--- src/rtl/dor_pkg.sv ---
package dor_pkg;
	// register port
	localparam int unsigned ADDR_W     = 8;
	localparam int unsigned DATA_W     = 32;
	localparam logic [7:0]  OFS_CMD    = 8'h00;
	localparam logic [7:0]  OFS_POL    = 8'h04;
	localparam logic [7:0]  OFS_FEN    = 8'h08;
	localparam logic [7:0]  OFS_FVAL   = 8'h0C;
	localparam logic [7:0]  OFS_APPL   = 8'h10;
	localparam logic [7:0]  OFS_RTEN   = 8'h14;
	localparam logic [7:0]  OFS_LED    = 8'h18;
	localparam logic [7:0]  OFS_ROUTE  = 8'h40;
	localparam logic [7:0]  ROUTE_STEP = 8'h04;

	// command word layout
	localparam int unsigned OUT_BIT_BASE = 16;
	localparam int unsigned BRAKE_BIT    = 0;
	localparam int unsigned RTEN_BIT     = 0;
	localparam int unsigned LED_GREEN    = 0;
	localparam int unsigned LED_RED      = 1;

	// routing entry layout
	localparam int unsigned SRC_LSB      = 8;
	localparam int unsigned INV_BIT      = 7;
	localparam logic [15:0] ROUTE_OFF    = 16'hFFFF;
	localparam logic [7:0]  SRC_ONE      = 8'h00;
	localparam logic [7:0]  SRC_ZERO     = 8'h01;
	localparam logic [7:0]  SRC_ENC1     = 8'h02;
	localparam logic [7:0]  SRC_ENC64    = 8'h08;
	localparam logic [7:0]  SRC_POS1     = 8'h09;
	localparam logic [7:0]  SRC_POS64    = 8'h0F;
	localparam logic [7:0]  SRC_PWM      = 8'h10;
	localparam logic [7:0]  SRC_PWM_N    = 8'h11;

	// reset values
	localparam logic [31:0] WORD_RST     = 32'h0000_0000;

	// timing
	localparam int unsigned CLK_KHZ       = 200000;
	localparam int unsigned LED_HALF_MS   = 250;
	localparam int unsigned LED_HALF_CYC  = LED_HALF_MS * CLK_KHZ;
	localparam int unsigned SWPWM_HALF_US = 250;
	localparam int unsigned SWPWM_HALF_CYC =
		(SWPWM_HALF_US * CLK_KHZ + 999) / 1000;
	localparam int unsigned OUT_HALF_US   = 1000;
	localparam int unsigned OUT_HALF_CYC  =
		(OUT_HALF_US * CLK_KHZ + 999) / 1000;
	localparam int unsigned CNT_W         = 27;
endpackage : dor_pkg

--- src/rtl/dor_top.sv ---
module dor_top
	import dor_pkg::*;
#(
	parameter int unsigned N_OUT      = 2,
	parameter int unsigned LED_HALF   = LED_HALF_CYC,
	parameter int unsigned SWPWM_HALF = SWPWM_HALF_CYC,
	parameter int unsigned OUT_HALF   = OUT_HALF_CYC
) (
	// clock and reset
	input  wire logic              clk_i,
	input  wire logic              rst_b_i,
	// register port
	input  wire logic [ADDR_W-1:0] addr_i,
	input  wire logic [DATA_W-1:0] wdata_i,
	input  wire logic              wr_i,
	input  wire logic              rd_i,
	output logic      [DATA_W-1:0] rdata_o,
	// motion events
	input  wire logic              enc_step_i,
	input  wire logic              pos_step_i,
	input  wire logic              brake_pwm_i,
	input  wire logic              fault_i,
	// outputs
	output logic      [N_OUT-1:0]  out_o,
	output logic      [N_OUT-1:0]  out_oe_o,
	output logic                   brake_o,
	output logic                   swpwm_o,
	output logic                   led_green_o,
	output logic                   led_red_o
);
	localparam int unsigned N_ROUTE = N_OUT + 1;

	logic [31:0] cmd_reg;
	logic [31:0] pol_reg;
	logic [31:0] fen_reg;
	logic [31:0] fval_reg;
	logic        rten_reg;
	logic [1:0]  led_reg;
	logic [15:0] route_tab_reg [N_ROUTE];
	logic [31:0] applied;
	logic [N_ROUTE-1:0] routed;
	logic [N_ROUTE-1:0] ent_wr;
	logic [5:0]  ridx;
	logic        in_route;
	logic [N_OUT-1:0] out_next;
	logic        brake_next;
	logic        swpwm_next;
	logic [CNT_W-1:0] led_cnt_reg;
	logic        blink_reg;
	logic [31:0] rdata_next;

	// routing table decode
	assign ridx     = 6'(addr_i[ADDR_W-1:2] - OFS_ROUTE[7:2]);
	assign in_route = (addr_i >= OFS_ROUTE) && (addr_i[1:0] == 2'h0)
		&& (32'(ridx) < N_ROUTE);

	always_comb begin
		ent_wr = '0;
		for (int i = 0; i < N_ROUTE; i++) begin
			ent_wr[i] = wr_i && in_route && (32'(ridx) == i);
		end
	end

	always_ff @(posedge clk_i or negedge rst_b_i) begin
		if (!rst_b_i) begin
			cmd_reg  <= WORD_RST;
			pol_reg  <= WORD_RST;
			fen_reg  <= WORD_RST;
			fval_reg <= WORD_RST;
			rten_reg <= 1'b0;
			led_reg  <= 2'h0;
		end else if (wr_i) begin
			case (addr_i)
				OFS_CMD:  cmd_reg  <= wdata_i;
				OFS_POL:  pol_reg  <= wdata_i;
				OFS_FEN:  fen_reg  <= wdata_i;
				OFS_FVAL: fval_reg <= wdata_i;
				OFS_RTEN: rten_reg <= wdata_i[RTEN_BIT];
				OFS_LED:  led_reg  <= wdata_i[1:0];
				default:  ;
			endcase
		end
	end

	always_ff @(posedge clk_i or negedge rst_b_i) begin
		if (!rst_b_i) begin
			for (int i = 0; i < N_ROUTE; i++) begin
				route_tab_reg[i] <= ROUTE_OFF;
			end
		end else begin
			for (int i = 0; i < N_ROUTE; i++) begin
				if (ent_wr[i]) begin
					route_tab_reg[i] <= wdata_i[15:0];
				end
			end
		end
	end

	// entry 0 feeds software PWM, entry n output n
	for (genvar g = 0; g < N_ROUTE; g++) begin : g_route
		localparam int unsigned HALF = (g == 0) ? SWPWM_HALF : OUT_HALF;
		logic [15:0]      ent;
		logic [7:0]       src;
		logic             step;
		logic [2:0]       k;
		logic [5:0]       mask;
		logic             ev;
		logic [5:0]       psc_reg;
		logic [CNT_W-1:0] hold_reg;
		logic             pulse;
		logic             val;
		logic             gate;

		// high byte source, low byte gating bit
		assign ent = route_tab_reg[g];
		assign src = ent[15:SRC_LSB];

		always_comb begin
			step = 1'b0;
			k    = 3'h0;
			if (src >= SRC_ENC1 && src <= SRC_ENC64) begin
				step = enc_step_i;
				k    = 3'(src - SRC_ENC1);
			end else if (src >= SRC_POS1 && src <= SRC_POS64) begin
				step = pos_step_i;
				k    = 3'(src - SRC_POS1);
			end
		end

		// divide by two to the k
		assign mask = ~(6'h3F << k);
		assign ev   = step && ((psc_reg & mask) == mask);

		always_ff @(posedge clk_i or negedge rst_b_i) begin
			if (!rst_b_i) begin
				psc_reg <= 6'h00;
			end else if (ent_wr[g]) begin
				psc_reg <= 6'h00;
			end else if (step) begin
				psc_reg <= psc_reg + 6'h01;
			end
		end

		// pulse high one half period, then low one
		always_ff @(posedge clk_i or negedge rst_b_i) begin
			if (!rst_b_i) begin
				hold_reg <= '0;
			end else if (ent_wr[g]) begin
				hold_reg <= '0;
			end else if (hold_reg != '0) begin
				hold_reg <= hold_reg - CNT_W'(1);
			end else if (ev) begin
				hold_reg <= CNT_W'(2 * HALF - 1);
			end
		end
		assign pulse = (hold_reg >= CNT_W'(HALF));

		always_comb begin
			unique case (src) inside
				SRC_ONE:               val = 1'b1;
				SRC_ZERO:              val = 1'b0;
				[SRC_ENC1:SRC_POS64]:  val = pulse;
				SRC_PWM:               val = brake_pwm_i;
				SRC_PWM_N:             val = ~brake_pwm_i;
				default:               val = 1'b0;
			endcase
		end

		assign gate = (ent[6:5] == 2'h0)
			&& (cmd_reg[ent[4:0]] ^ ent[INV_BIT]);

		// all-ones entry holds the output off
		assign routed[g] = (ent != ROUTE_OFF) && gate && val;
	end

	// output resolution
	always_comb begin
		out_next   = '0;
		brake_next = 1'b0;
		swpwm_next = 1'b0;
		if (rten_reg) begin
			// routed outputs bypass polarity and force
			for (int n = 0; n < N_OUT; n++) begin
				out_next[n] = routed[n+1];
			end
			swpwm_next = routed[0];
			brake_next = cmd_reg[BRAKE_BIT];
		end else begin
			for (int n = 0; n < N_OUT; n++) begin
				out_next[n] = fen_reg[OUT_BIT_BASE+n]
					? fval_reg[OUT_BIT_BASE+n]
					: cmd_reg[OUT_BIT_BASE+n] ^ pol_reg[OUT_BIT_BASE+n];
			end
			// brake from bit 0, forcible too
			brake_next = fen_reg[BRAKE_BIT] ? fval_reg[BRAKE_BIT]
				: cmd_reg[BRAKE_BIT] ^ pol_reg[BRAKE_BIT];
		end
	end

	// open drain: enable pulls the pin low
	always_ff @(posedge clk_i or negedge rst_b_i) begin
		if (!rst_b_i) begin
			out_o    <= '0;
			out_oe_o <= '1;
			brake_o  <= 1'b0;
			swpwm_o  <= 1'b0;
		end else begin
			out_o    <= out_next;
			out_oe_o <= ~out_next;
			brake_o  <= brake_next;
			swpwm_o  <= swpwm_next;
		end
	end

	// applied pattern taken from the output flops
	always_comb begin
		applied            = '0;
		applied[BRAKE_BIT] = brake_o;
		for (int n = 0; n < N_OUT; n++) begin
			applied[OUT_BIT_BASE+n] = out_o[n];
		end
	end

	// flash divider
	always_ff @(posedge clk_i or negedge rst_b_i) begin
		if (!rst_b_i) begin
			led_cnt_reg <= '0;
			blink_reg   <= 1'b0;
		end else if (led_cnt_reg == CNT_W'(LED_HALF - 1)) begin
			led_cnt_reg <= '0;
			blink_reg   <= ~blink_reg;
		end else begin
			led_cnt_reg <= led_cnt_reg + CNT_W'(1);
		end
	end

	// green flashes normally, red on fault
	always_ff @(posedge clk_i or negedge rst_b_i) begin
		if (!rst_b_i) begin
			led_green_o <= 1'b0;
			led_red_o   <= 1'b0;
		end else begin
			led_green_o <= led_reg[LED_GREEN] && !fault_i && blink_reg;
			led_red_o   <= led_reg[LED_RED] && fault_i && blink_reg;
		end
	end

	// read mux, unmapped reads return zero
	always_comb begin
		rdata_next = '0;
		if (in_route) begin
			for (int i = 0; i < N_ROUTE; i++) begin
				if (32'(ridx) == i) begin
					rdata_next = {16'h0000, route_tab_reg[i]};
				end
			end
		end else begin
			case (addr_i)
				OFS_CMD:  rdata_next = cmd_reg;
				OFS_POL:  rdata_next = pol_reg;
				OFS_FEN:  rdata_next = fen_reg;
				OFS_FVAL: rdata_next = fval_reg;
				OFS_APPL: rdata_next = applied;
				OFS_RTEN: rdata_next = {31'h0, rten_reg};
				OFS_LED:  rdata_next = {30'h0, led_reg};
				default:  rdata_next = '0;
			endcase
		end
	end

	always_ff @(posedge clk_i or negedge rst_b_i) begin
		if (!rst_b_i) begin
			rdata_o <= '0;
		end else begin
			rdata_o <= rd_i ? rdata_next : '0;
		end
	end
endmodule : dor_top

--- config.mk ---
export PLATFORM = sky130hd
export DESIGN_NAME = dor_top
export DESIGN_NICKNAME = d
export VERILOG_FILES = /design/src/rtl/dor_pkg.sv /design/src/rtl/dor_top.sv
export SDC_FILE = /design/constraint.sdc
export NUM_CORES = 1
export LEC_CHECK = 0
export ABC_CLOCK_PERIOD_IN_PS = 2800
export BUFFER_PORTS_ARGS = -buffer_cell sky130_fd_sc_hd__clkbuf_2
export CAP_MARGIN = 20
export CORE_UTILIZATION = 45
export CTS_BUF_LIST = sky130_fd_sc_hd__clkbuf_8
export CTS_CLUSTER_DIAMETER = 80
export DETAILED_ROUTE_END_ITERATION = 8
export PLACE_DENSITY = 0.74
export SYNTH_ARGS = -nofsm -noshare
export SYNTH_HDL_FRONTEND = slang
export SYNTH_SLANG_ARGS = --single-unit
--- constraint.sdc ---
create_clock -name clk_i -period 2.8 [get_ports clk_i]
set_input_delay 0.56 -clock clk_i [delete_from_list [all_inputs] [get_ports clk_i]]
set_output_delay 0.56 -clock clk_i [all_outputs]
set_load 0.02 [all_outputs]
==> results by group, run 1 <==
Timing
  – Fin crit period: 2.68 ns
  – Worst-margin pin slew: 0.642 ns
  – Sum Neg Setup Slack: 0 ns
  – Worst hold slack: 0.113 ns
  – Final setup viols: 0
  – Final hold violations: 0
  – Headroom to the max-slew limit: 56.6%
  – Slew Viols, Final: 0
  – Max Clock Freq: 0.373 GHz
  – Final Cycle Share: 95.8%
  – Layout Skew: 0.0520 ns

Global route
  – Initial antenna violation count: 2
  – Global-route wire length before repair: 71.7 mm
  – Total track usage: 23.1%
  – Grt total ovfl: 0
  – Vias in the first global route: 13689
  – Largest net degree at the start of global routing: 69

Cells and area
  – Share of post-route cells with drive strength above 1: 27.2%
  – Max reg flops: 81
  – Area growth syn-to-layout: 15.7%
  – Fin nets: 1826
  – Fin util: 53.0%

CTS
  – Root Driver: clkbuf_8
  – Max clock buf depth: 3
  – CTS Sinks: 346
  – Htree depth: 2
  – Reg clk slew, reported paths: 0.06 ns
  – Skew-Pair Late Insertion Delay: 0.66 ns
  – CTS tree: yes
  – TritonCTS buffer count: 55

Yosys
  – Post-synth top cells: 296 x dfrtp_1, 201 x nand2_1, 152 x nor2_1
  – Post-synth top flop: dfrtp_1
  – Yosys top cell area share: 42.9%
  – Yosys reg bits: 346
  – Avg Inst Size Synth: 10.7 µm²
  – Library cells used by synthesis: 72
  – Largest cells by area after synthesis: dfrtp_1 43%, mux2_2 8.9%, dfstp_2 7.6%, nand2_1 4.4%, mux4_2 3.4%
  – Synth Warn #: 0
  – Most common cell in the netlist: dfrtp_1
  – Syn Nets: 1680
  – Asr flop ratio synth: 100%
  – Yosys top cell by area: dfrtp_1
  – Post-synth EDFFs: 0
  – Mapped Cells: 1613
  – Mapped Area: 0.0173 mm²
  – Register area share after synthesis: 50.5%

Setup path
  – Setup crit start kind: register
  – Arr. time, crit path: 3.19 ns
  – Reg2reg setup slack: 0.12 ns
  – Crit path largest cell delay: 0.61 ns
  – Worst path cell trace: or4_1 > or2_1 > or4_4 > nor4_2 > a2111oi_0 > o21a_1
  – Stages on worst setup path: 6
  – Critical Path End: g_route[1].hold_reg[0]
  – Critical R2R Capture: g_route[1].hold_reg[0]
  – CP Launch Point: g_route[1].hold_reg[21]
  – Path depth of the worst reg2reg path: 6
  – CP max FO: 5
  – CP bufs+invs: 0
  – CP required: 3.30 ns
  – CP endpoint kind: register
  – Crit path max-delay family: simple AND/OR/NAND/NOR gates
  – RR Startpoint: g_route[1].hold_reg[21]
  – Slowest-stage cell, CP: or4_1
  – CP Class: register to register

Detailed routing
  – DR vias/cell: 5.79
  – DR DRC count: 0
  – Via count: 13396
  – Detailed Route Iter0 Violations: 930
  – Routed len/inst: 18.9 µm
  – Final wirelength: 43.8 mm
  – Number of iterations in the first detailed-routing pass: 5
  – Routed Antenna Nets: 0

Floorplan
  – Die Span Y: 198 µm
  – Initial Util: 45.8%
  – Io pins: 88
  – Core Region: 0.0377 mm²
  – Die ar.: 0.0391 mm²
  – # rows: 71
  – Die W: 198 µm

Pwr
  – Switching part of the total: 28.2%
  – PwrDens: 611 mW/mm²
  – Comb pwr share: 12.9%
  – Switching power: 3.44 mW
  – Peak supply drop: 0.401 mV
  – Seq pwr share: 49.7%
  – Leak Pwr: 8.90 nW
  – Clock Power Share: 37.4%
  – Cell-internal power: 8.76 mW

Flow run
  – Max cap viols: 0

Place
  – PortBufs: 87
  – Routability cong.: 0.912
  – Final HPWL DP: 29.9 mm

Run status
  – Outcome: complete, no violations

Min path
  – Hold WC Path Type: primary input to register
## power by group through the flow
stage | clock network (mW) | logic, mW | registers (mW)
after floorplan | 0 | 1.10 | 5.97
after global placement | 0 | 1.49 | 6.11
after detailed placement | 0 | 1.56 | 6.13
after CTS | 4.67 | 1.57 | 6.06
after global routing | 4.89 | 1.77 | 6.14
final | 4.56 | 1.57 | 6.07
## final cells by class
| type | instances | area [µm²] |
|---|---|---|
| multi-input cells | 1163 | 8190 |
| clock buffers | 75 | 1030 |
| flip-flops and latches | 346 | 8720 |
| inverters | 31 | 116 |
| fillers | 3349 | 17700 |
| clock inverters | 26 | 161 |
| diodes | 1 | 2.50 |
| repair buffers | 162 | 1100 |
| well taps | 511 | 639 |
## timing repair
item	4_1_cts	5_1_grt
setup buffers	0	0
hold buffers	1	0
hold endpoints to repair	60	0
gates resized for setup	1	8
cloned	0	0
setup endpoints to repair	2	15
## cell usage in the layout, fill, tap and decap left out, types with 50 or more instances in the layout
cell and n:
nor2_1 149, dfrtp_1 296, nand2_1 201, dfstp_2 50, clkbuf_8 75, o21ai_0 50, buf_4 67, clkbuf_2 86
mux2_2 136, xnor2_1 63, a22oi_1 60, a21oi_1 50
## how the worst min path moves through the flow
stage | start | endpoint | slack [ns] | cells after the start
6_report | fault_i | led_green_o | 0.11 | 2
5_1_grt | fault_i | led_green_o | 0.1 | 2
4_1_cts | fault_i | led_green_o | 0.08 | 2
3_5_place_dp | g_route[2].ent[6] | g_route[2].ent[6] | 0.46 | 2
3_3_place_gp | g_route[2].ent[5] | g_route[2].ent[5] | 0.45 | 2
2_1_floorplan | rst_b_i | blink_reg | 0.26 | 0
## cell families after synthesis
logic type / synth area share, %
AOI/OAI and AO/OA: 9.86
adders and majority gates: 1.38
muxes: 14.2
and+or+nand+nor: 16.6
buffers and inverters: 2.31
xor gates and xnor gates: 5.08
DFF: 50.5
## worst reg2reg max path: stages, from the launching register on
cell and delay [ns]:
dfrtp_1 0.40, or4_1 0.61, or2_1 0.32, or4_4 0.56
nor4_2 0.34, a2111oi_0 0.13, o21a_1 0.21
## metrics by stage
stage	power [mW]	instance area, µm²	cells	worst slack, ns
2_1_floorplan	7.07	17300	1613	0.0586
3_3_place_gp	7.60	18700	2212	0.115
3_5_place_dp	7.69	18700	2212	-0.0150
4_1_cts	12.3	19900	2314	0.0229
5_1_grt	12.8	20000	2315	-0.00325
6_report	12.2	20000	2315	0.118
## layer usage
layer  vias up  GRT usage, %  part of all wire, %
li1       6113             -                    -
met1      6715          29.6                   42
met2       464          36.9                   47
met3       104          6.34                  8.0
met4         0          9.30                  3.5
met5         -             0                    0
No activity file was read; power rests on OpenSTA's default activity.
==> run 2: changes to the inputs <==
--- a/config.mk
+++ b/config.mk
@@ -5,6 +5,7 @@
 export SDC_FILE = /design/constraint.sdc
 export NUM_CORES = 1
 export LEC_CHECK = 0
+export ABC_AREA = 1
 export ABC_CLOCK_PERIOD_IN_PS = 2800
 export BUFFER_PORTS_ARGS = -buffer_cell sky130_fd_sc_hd__clkbuf_2
 export CAP_MARGIN = 20
==> run 2 against run 1 <==
Maximum frequency rose by 13%. Clock-buffer cell count shrank 1. Global-route usage is 1.8 points higher. Clock skew down 0.010 ns. Sequential share of layout area fell by 1.5 points. Hold slack worse by 0.053 ns. Synthesized area rose by 5.4%. Wire length rose by 14%. Sequential cell count unchanged. Sequential power down 6.4%. First-iteration DRC count is 66% higher. Critical path type unchanged. Highest routed layer unchanged.
==> results by group, run 2 <==
Setup path
  – Setup crit start kind: register
  – CP max FO: 13
  – Arr. time, crit path: 2.88 ns
  – Path depth of the worst reg2reg path: 13
  – CP required: 3.32 ns
  – Reg2reg setup slack: 0.43 ns
  – CP endpoint kind: register
  – Critical R2R Capture: g_route[1].hold_reg[25]
  – CP Class: register to register
  – RR Startpoint: g_route[1].hold_reg[0]

Global route
  – Total track usage: 24.9%
  – Global-route wire length before repair: 82.0 mm
  – Largest net degree at the start of global routing: 82
  – Initial antenna violation count: 1
  – Grt total ovfl: 0
  – Vias in the first global route: 15955

Yosys
  – Largest cells by area after synthesis: dfrtp_1 41%, nand2_1 11%, o21ai_0 7.3%, dfstp_2 7.2%, nor2_1 5.4%
  – Synth Warn #: 0
  – Asr flop ratio synth: 100%
  – Post-synth top cells: 554 x nand2_1, 296 x dfrtp_1, 266 x o21ai_0
  – Mapped Area: 0.0182 mm²
  – Mapped Cells: 2322
  – Yosys top cell area share: 40.7%
  – Post-synth EDFFs: 0
  – Avg Inst Size Synth: 7.83 µm²
  – Post-synth top flop: dfrtp_1
  – Yosys reg bits: 346
  – Syn Nets: 2389
  – Library cells used by synthesis: 57
  – Register area share after synthesis: 48.0%
  – Yosys top cell by area: dfrtp_1
  – Most common cell in the netlist: nand2_1

Detailed routing
  – DR vias/cell: 5.43
  – Via count: 16351
  – DR DRC count: 0
  – Routed len/inst: 16.6 µm
  – Detailed Route Iter0 Violations: 1541
  – Routed Antenna Nets: 0
  – Final wirelength: 49.9 mm
  – Number of iterations in the first detailed-routing pass: 5

Floorplan
  – Core Region: 0.0398 mm²
  – Die Span Y: 203 µm
  – Die W: 203 µm
  – Die ar.: 0.0412 mm²
  – # rows: 73
  – Initial Util: 45.6%
  – Io pins: 88

Timing
  – Final setup viols: 0
  – Final hold violations: 0
  – Fin crit period: 2.37 ns
  – Unrepaired setup endpoints after global routing: false
  – Worst hold slack: 0.0599 ns
  – Layout Skew: 0.0419 ns
  – Slew Viols, Final: 0
  – Worst-margin pin slew: 0.606 ns
  – Sum Neg Setup Slack: 0 ns
  – Final setup margin: 0.431 ns
  – Headroom to the max-slew limit: 59.2%
  – Max Clock Freq: 0.422 GHz
  – Final Cycle Share: 84.6%

Cells and area
  – Final non-filler cell total: 3011
  – Reg area: 0.00872 mm²
  – Area growth syn-to-layout: 13.7%
  – Most frequent cells in the layout: 551 x nand2_1, 296 x dfrtp_1, 274 x inv_1
  – Fin util: 51.9%
  – Post-route design area: 0.0207 mm²
  – Commonest non-fill, non-tap cell in the layout: nand2_1
  – Ant. Diodes: 0
  – Fillers: 3788
  – Max reg flops: 81
  – Fin nets: 2503
  – Share of post-route cells with drive strength above 1: 14.4%
  – Multi-input gate area: 0.00813 mm²

Run status
  – Outcome: complete, no violations

CTS
  – Setup Buffers After CTS: 0
  – TritonCTS buffer count: 59
  – CTS Sinks: 346
  – Skew-Pair Late Insertion Delay: 0.68 ns
  – Htree depth: 2
  – Max clock buf depth: 3
  – Reg clk slew, reported paths: 0.06 ns
  – Root Driver: clkbuf_8
  – CTS tree: yes

Place
  – Routability cong.: 0.940
  – Pre-CTS setup slack: 0.326 ns
  – PortBufs: 87
  – Cell Area, Placed: 0.0193 mm²
  – Final HPWL DP: 35.7 mm
  – Placed Cells: 2899

Pwr
  – Total power: 12.2 mW
  – Peak supply drop: 0.572 mV
  – Leak Pwr: 9.73 nW
  – PwrDens: 588 mW/mm²

Min path
  – Hold EP: led_green_o
  – WHS Path Cells: 2
  – Hold WC Path Type: primary input to register
  – Worst hold start: fault_i

Flow run
  – Max cap viols: 0
## run 2: cell types whose count changed in the layout (fill, tap and decap cells not counted), moves of 21 or more
cell	before	now
a21oi_1	50	82
a22oi_1	60	1
buf_4	67	31
inv_1	49	274
mux2_2	136	0
mux2i_1	34	0
mux4_2	26	0
nand2_1	201	551
nand3_1	35	107
nand4_1	18	39
nor2_1	149	261
nor2_2	3	30
o21ai_0	50	266
xnor2_1	63	22
## run 2: worst max path at each step
stage | from | slack (ns) | endpoint
global placement | addr_i[4] | 0.37 | rdata_o[12]
global route | g_route[1].hold_reg[0] | 0.15 | g_route[1].hold_reg[16]
floorplan | g_route[1].hold_reg[0] | 0.84 | g_route[1].hold_reg[22]
detailed placement | addr_i[5] | 0.33 | rdata_o[10]
CTS | g_route[1].hold_reg[0] | 0.43 | g_route[1].hold_reg[25]
finish | g_route[1].hold_reg[0] | 0.43 | g_route[1].hold_reg[25]
## run 2: cell families after synthesis
family,count (synthesis),share of synthesized area (%)
compound gates,446,13.6
buf+inv,346,7.37
simple gates,1091,26.2
xor+xnor,74,3.57
flops,346,48.0
fa+ha+maj,19,1.31
## run 2: what timing repair did
action                    CTS  global route
hold endpoints to repair   53             0
resized for setup           0             0
hold buffers                1             0
## run 2: layer usage
layer / GRT usage (%) / vias to the layer above / wire length [µm]
met2: 38.9 / 609 / 22400
met4: 8.38 / 0 / 1360
met3: 5.25 / 101 / 4050
met5: 0 / - / 0
met1: 34.2 / 7843 / 22100
li1: - / 7798 / -
## run 2: final cells by class
class	instances	area share, %
repair buffers	124	3.81
clock buffers	74	4.93
clock inverters	37	1.57
inverters	275	5.01
multi-input cells	1630	39.3
flip-flops and latches	346	42.2
well taps	525	3.18
## run 2: power by group
group          switching [mW]  internal, mW  leakage [nW]
combinational           0.853         0.493          4.65
sequential              0.302          5.37          4.31
clock                    2.19          2.95         0.770
total                    3.34          8.81          9.73
## run 2: critical path: stages (launching register included)
cell     delay [ns]
dfrtp_1        0.44
inv_1          0.12
ha_1           0.19
nand2_1        0.07
nor2_2         0.14
nand3_1        0.13
inv_1          0.09
nand2_1        0.06
inv_1          0.10
nand4_2        0.11
nor2_1         0.19
nand2_1        0.10
nand2_1        0.36
nor3_1         0.12
==> run 3: changes to the inputs <==
--- a/config.mk
+++ b/config.mk
@@ -6,7 +6,7 @@
 export NUM_CORES = 1
 export LEC_CHECK = 0
 export ABC_AREA = 1
-export ABC_CLOCK_PERIOD_IN_PS = 2800
+export ABC_CLOCK_PERIOD_IN_PS = 1940
 export BUFFER_PORTS_ARGS = -buffer_cell sky130_fd_sc_hd__clkbuf_2
 export CAP_MARGIN = 20
 export CORE_UTILIZATION = 45
==> constraint.sdc (replaced) <==
create_clock -name clk_i -period 1.94 [get_ports clk_i]
set_input_delay 0.388 -clock clk_i [delete_from_list [all_inputs] [get_ports clk_i]]
set_output_delay 0.388 -clock clk_i [all_outputs]
set_load 0.02 [all_outputs]
==> run 3 against run 2 <==
The run now ends with negative setup slack left. Largest power group unchanged. Wire length grew 14%. First-iteration DRC count is 3.2% higher. Critical path type unchanged. Setup slack worse by 0.61 ns. Combinational power grew 110%. Global-route usage is 1.8 points higher. Largest cell class is now multi-input combinational cells. Non-clock buffer count grew 230. Maximum frequency up 12%. Clock skew increased by 0.0073 ns. Critical path depth did not move. Final cell count is 7.4% higher. Core utilization is 7.4 points higher.
==> results by group, run 3 (synthesis gave the netlist of run 2 again) <==
Run status
  – Outcome: complete, but fails checks
  – Failing checks: negative setup slack

Pwr
  – PwrDens: 770 mW/mm²
  – Switching power: 5.28 mW
  – Switching part of the total: 29.1%
  – Total power: 18.2 mW
  – Clock Power Share: 38.8%
  – Leak Pwr: 11.0 nW
  – Seq pwr share: 45.4%
  – Cell-internal power: 12.9 mW
  – Peak supply drop: 0.706 mV
  – Comb pwr share: 15.8%

Timing
  – Final setup viols: 44
  – Max Clock Freq: 0.471 GHz
  – Final setup margin: -0.182 ns
  – Worst hold slack: 0.0238 ns
  – Slew Viols, Final: 0
  – Final Cycle Share: 109%
  – Unrepaired setup endpoints after global routing: true
  – Worst-margin pin slew: 0.535 ns
  – Final hold violations: 0
  – Fin crit period: 2.12 ns
  – Layout Skew: 0.0491 ns
  – Headroom to the max-slew limit: 64.1%
  – Sum Neg Setup Slack: -3.88 ns

CTS
  – Htree depth: 2
  – CTS tree: yes
  – Skew-Pair Late Insertion Delay: 0.69 ns
  – Root Driver: clkbuf_8
  – CTS Sinks: 346
  – Max clock buf depth: 3
  – TritonCTS buffer count: 59
  – Reg clk slew, reported paths: 0.06 ns

Setup path
  – Setup crit start kind: register
  – Arr. time, crit path: 2.69 ns
  – Reg2reg setup slack: -0.18 ns
  – Critical R2R Capture: g_route[0].hold_reg[16]
  – CP endpoint kind: register
  – CP Class: register to register
  – Path depth of the worst reg2reg path: 13
  – RR Startpoint: g_route[0].ent[9]
  – CP Launch Point: g_route[0].ent[9]
  – CP required: 2.51 ns
  – CP max FO: 8

Cells and area
  – Commonest non-fill, non-tap cell in the layout: nand2_1
  – Reg area: 0.00872 mm²
  – Post-route design area: 0.0236 mm²
  – Area growth syn-to-layout: 29.8%
  – Max reg flops: 81
  – Multi-input gate area: 0.00915 mm²
  – Most frequent cells in the layout: 492 x nand2_1, 295 x dfrtp_1, 253 x o21ai_0
  – Share of post-route cells with drive strength above 1: 28.5%
  – Final non-filler cell total: 3235
  – Fin util: 59.3%
  – Fin nets: 2733
  – Ant. Diodes: 0
  – Fillers: 3407

Min path
  – Hold WC Path Type: primary input to register
  – WHS Path Cells: 3
  – Worst hold start: wdata_i[12]
  – Hold EP: g_route[2].ent[12]

Detailed routing
  – DR DRC count: 0
  – Routed len/inst: 17.6 µm
  – Final wirelength: 57.0 mm
  – Detailed Route Iter0 Violations: 1591
  – Number of iterations in the first detailed-routing pass: 6
  – Routed Antenna Nets: 0
  – Via count: 17743
  – DR vias/cell: 5.48

Floorplan
  – Initial Util: 45.6%
  – Core Region: 0.0398 mm²
  – Io pins: 88
  – Die Span Y: 203 µm
  – Die W: 203 µm
  – # rows: 73
  – Die ar.: 0.0412 mm²

Place
  – Placed Cells: 3053
  – PortBufs: 87
  – Routability cong.: 0.982
  – Final HPWL DP: 38.5 mm
  – Cell Area, Placed: 0.0206 mm²
  – Pre-CTS setup slack: -0.202 ns

Global route
  – Global-route wire length before repair: 88.2 mm
  – Initial antenna violation count: 0
  – Grt total ovfl: 0
  – Vias in the first global route: 17206
  – Total track usage: 26.7%
  – Largest net degree at the start of global routing: 74

Flow run
  – Max cap viols: 0
-- run 3: worst max-delay path: stages (launching register included) --
cell and delay (ns):
dfstp_2 0.61, inv_4 0.07, ha_4 0.17, nand3_4 0.08, nand2_4 0.07, nor3b_2 0.25
nand2_2 0.11, nand2_4 0.12, nand2_2 0.07, a21oi_2 0.12, nand3_2 0.12, nand2_2 0.11
inv_6 0.06, nor2_2 0.09
-- run 3: what timing repair did --
action | in CTS | in global routing
endpoints found under the setup margin | 64 | 101
hold buffers | 12 | 0
resized for setup | 97 | 203
setup buffers | 29 | 36
pin swaps | 39 | 77
endpoints found under the hold margin | 77 | 0
cloned | 0 | 0
-- run 3: power groups by stage --
stage                     Clock, mW  Combinational (mW)  Sequential [mW]
after floorplan                   0                1.33             8.20
final                          7.04                2.87             8.25
after global placement            0                2.06             8.27
after CTS                      7.15                2.35             8.19
after global routing           7.51                3.18             8.30
after detailed placement          0                2.14             8.29
-- run 3: metal layers --
| metal | up-vias | part of all wire, % | track usage [%] |
|---|---|---|---|
| met5 | - | 0 | 0 |
| met4 | 0 | 3.4 | 9.48 |
| met3 | 150 | 8.5 | 5.36 |
| met2 | 778 | 46 | 41.5 |
| met1 | 8563 | 42 | 37.1 |
| li1 | 8252 | - | - |
-- run 3: worst max path at each step --
| stage | endpoint | slack (ns) | cells past startpoint |
|---|---|---|---|
| finish | g_route[0].hold_reg[16] | -0.18 | 13 |
| global route | g_route[0].hold_reg[16] | -0.28 | 14 |
| detailed placement | g_route[2].hold_reg[12] | -0.20 | 13 |
| floorplan | g_route[1].hold_reg[24] | 0.006 | 14 |
| global placement | rdata_o[13] | -0.18 | 12 |
| CTS | g_route[2].hold_reg[4] | -0.04 | 14 |
-- run 3: layout make-up --
| class | count | share of cell area [%] |
|---|---|---|
| sequential | 346 | 37.0 |
| multi-input combinational | 1630 | 38.8 |
| inverter | 275 | 4.51 |
| tap | 525 | 2.78 |
| timing repair buffer | 354 | 11.6 |
| clock buffer | 76 | 4.43 |
| clock inverter | 29 | 0.949 |
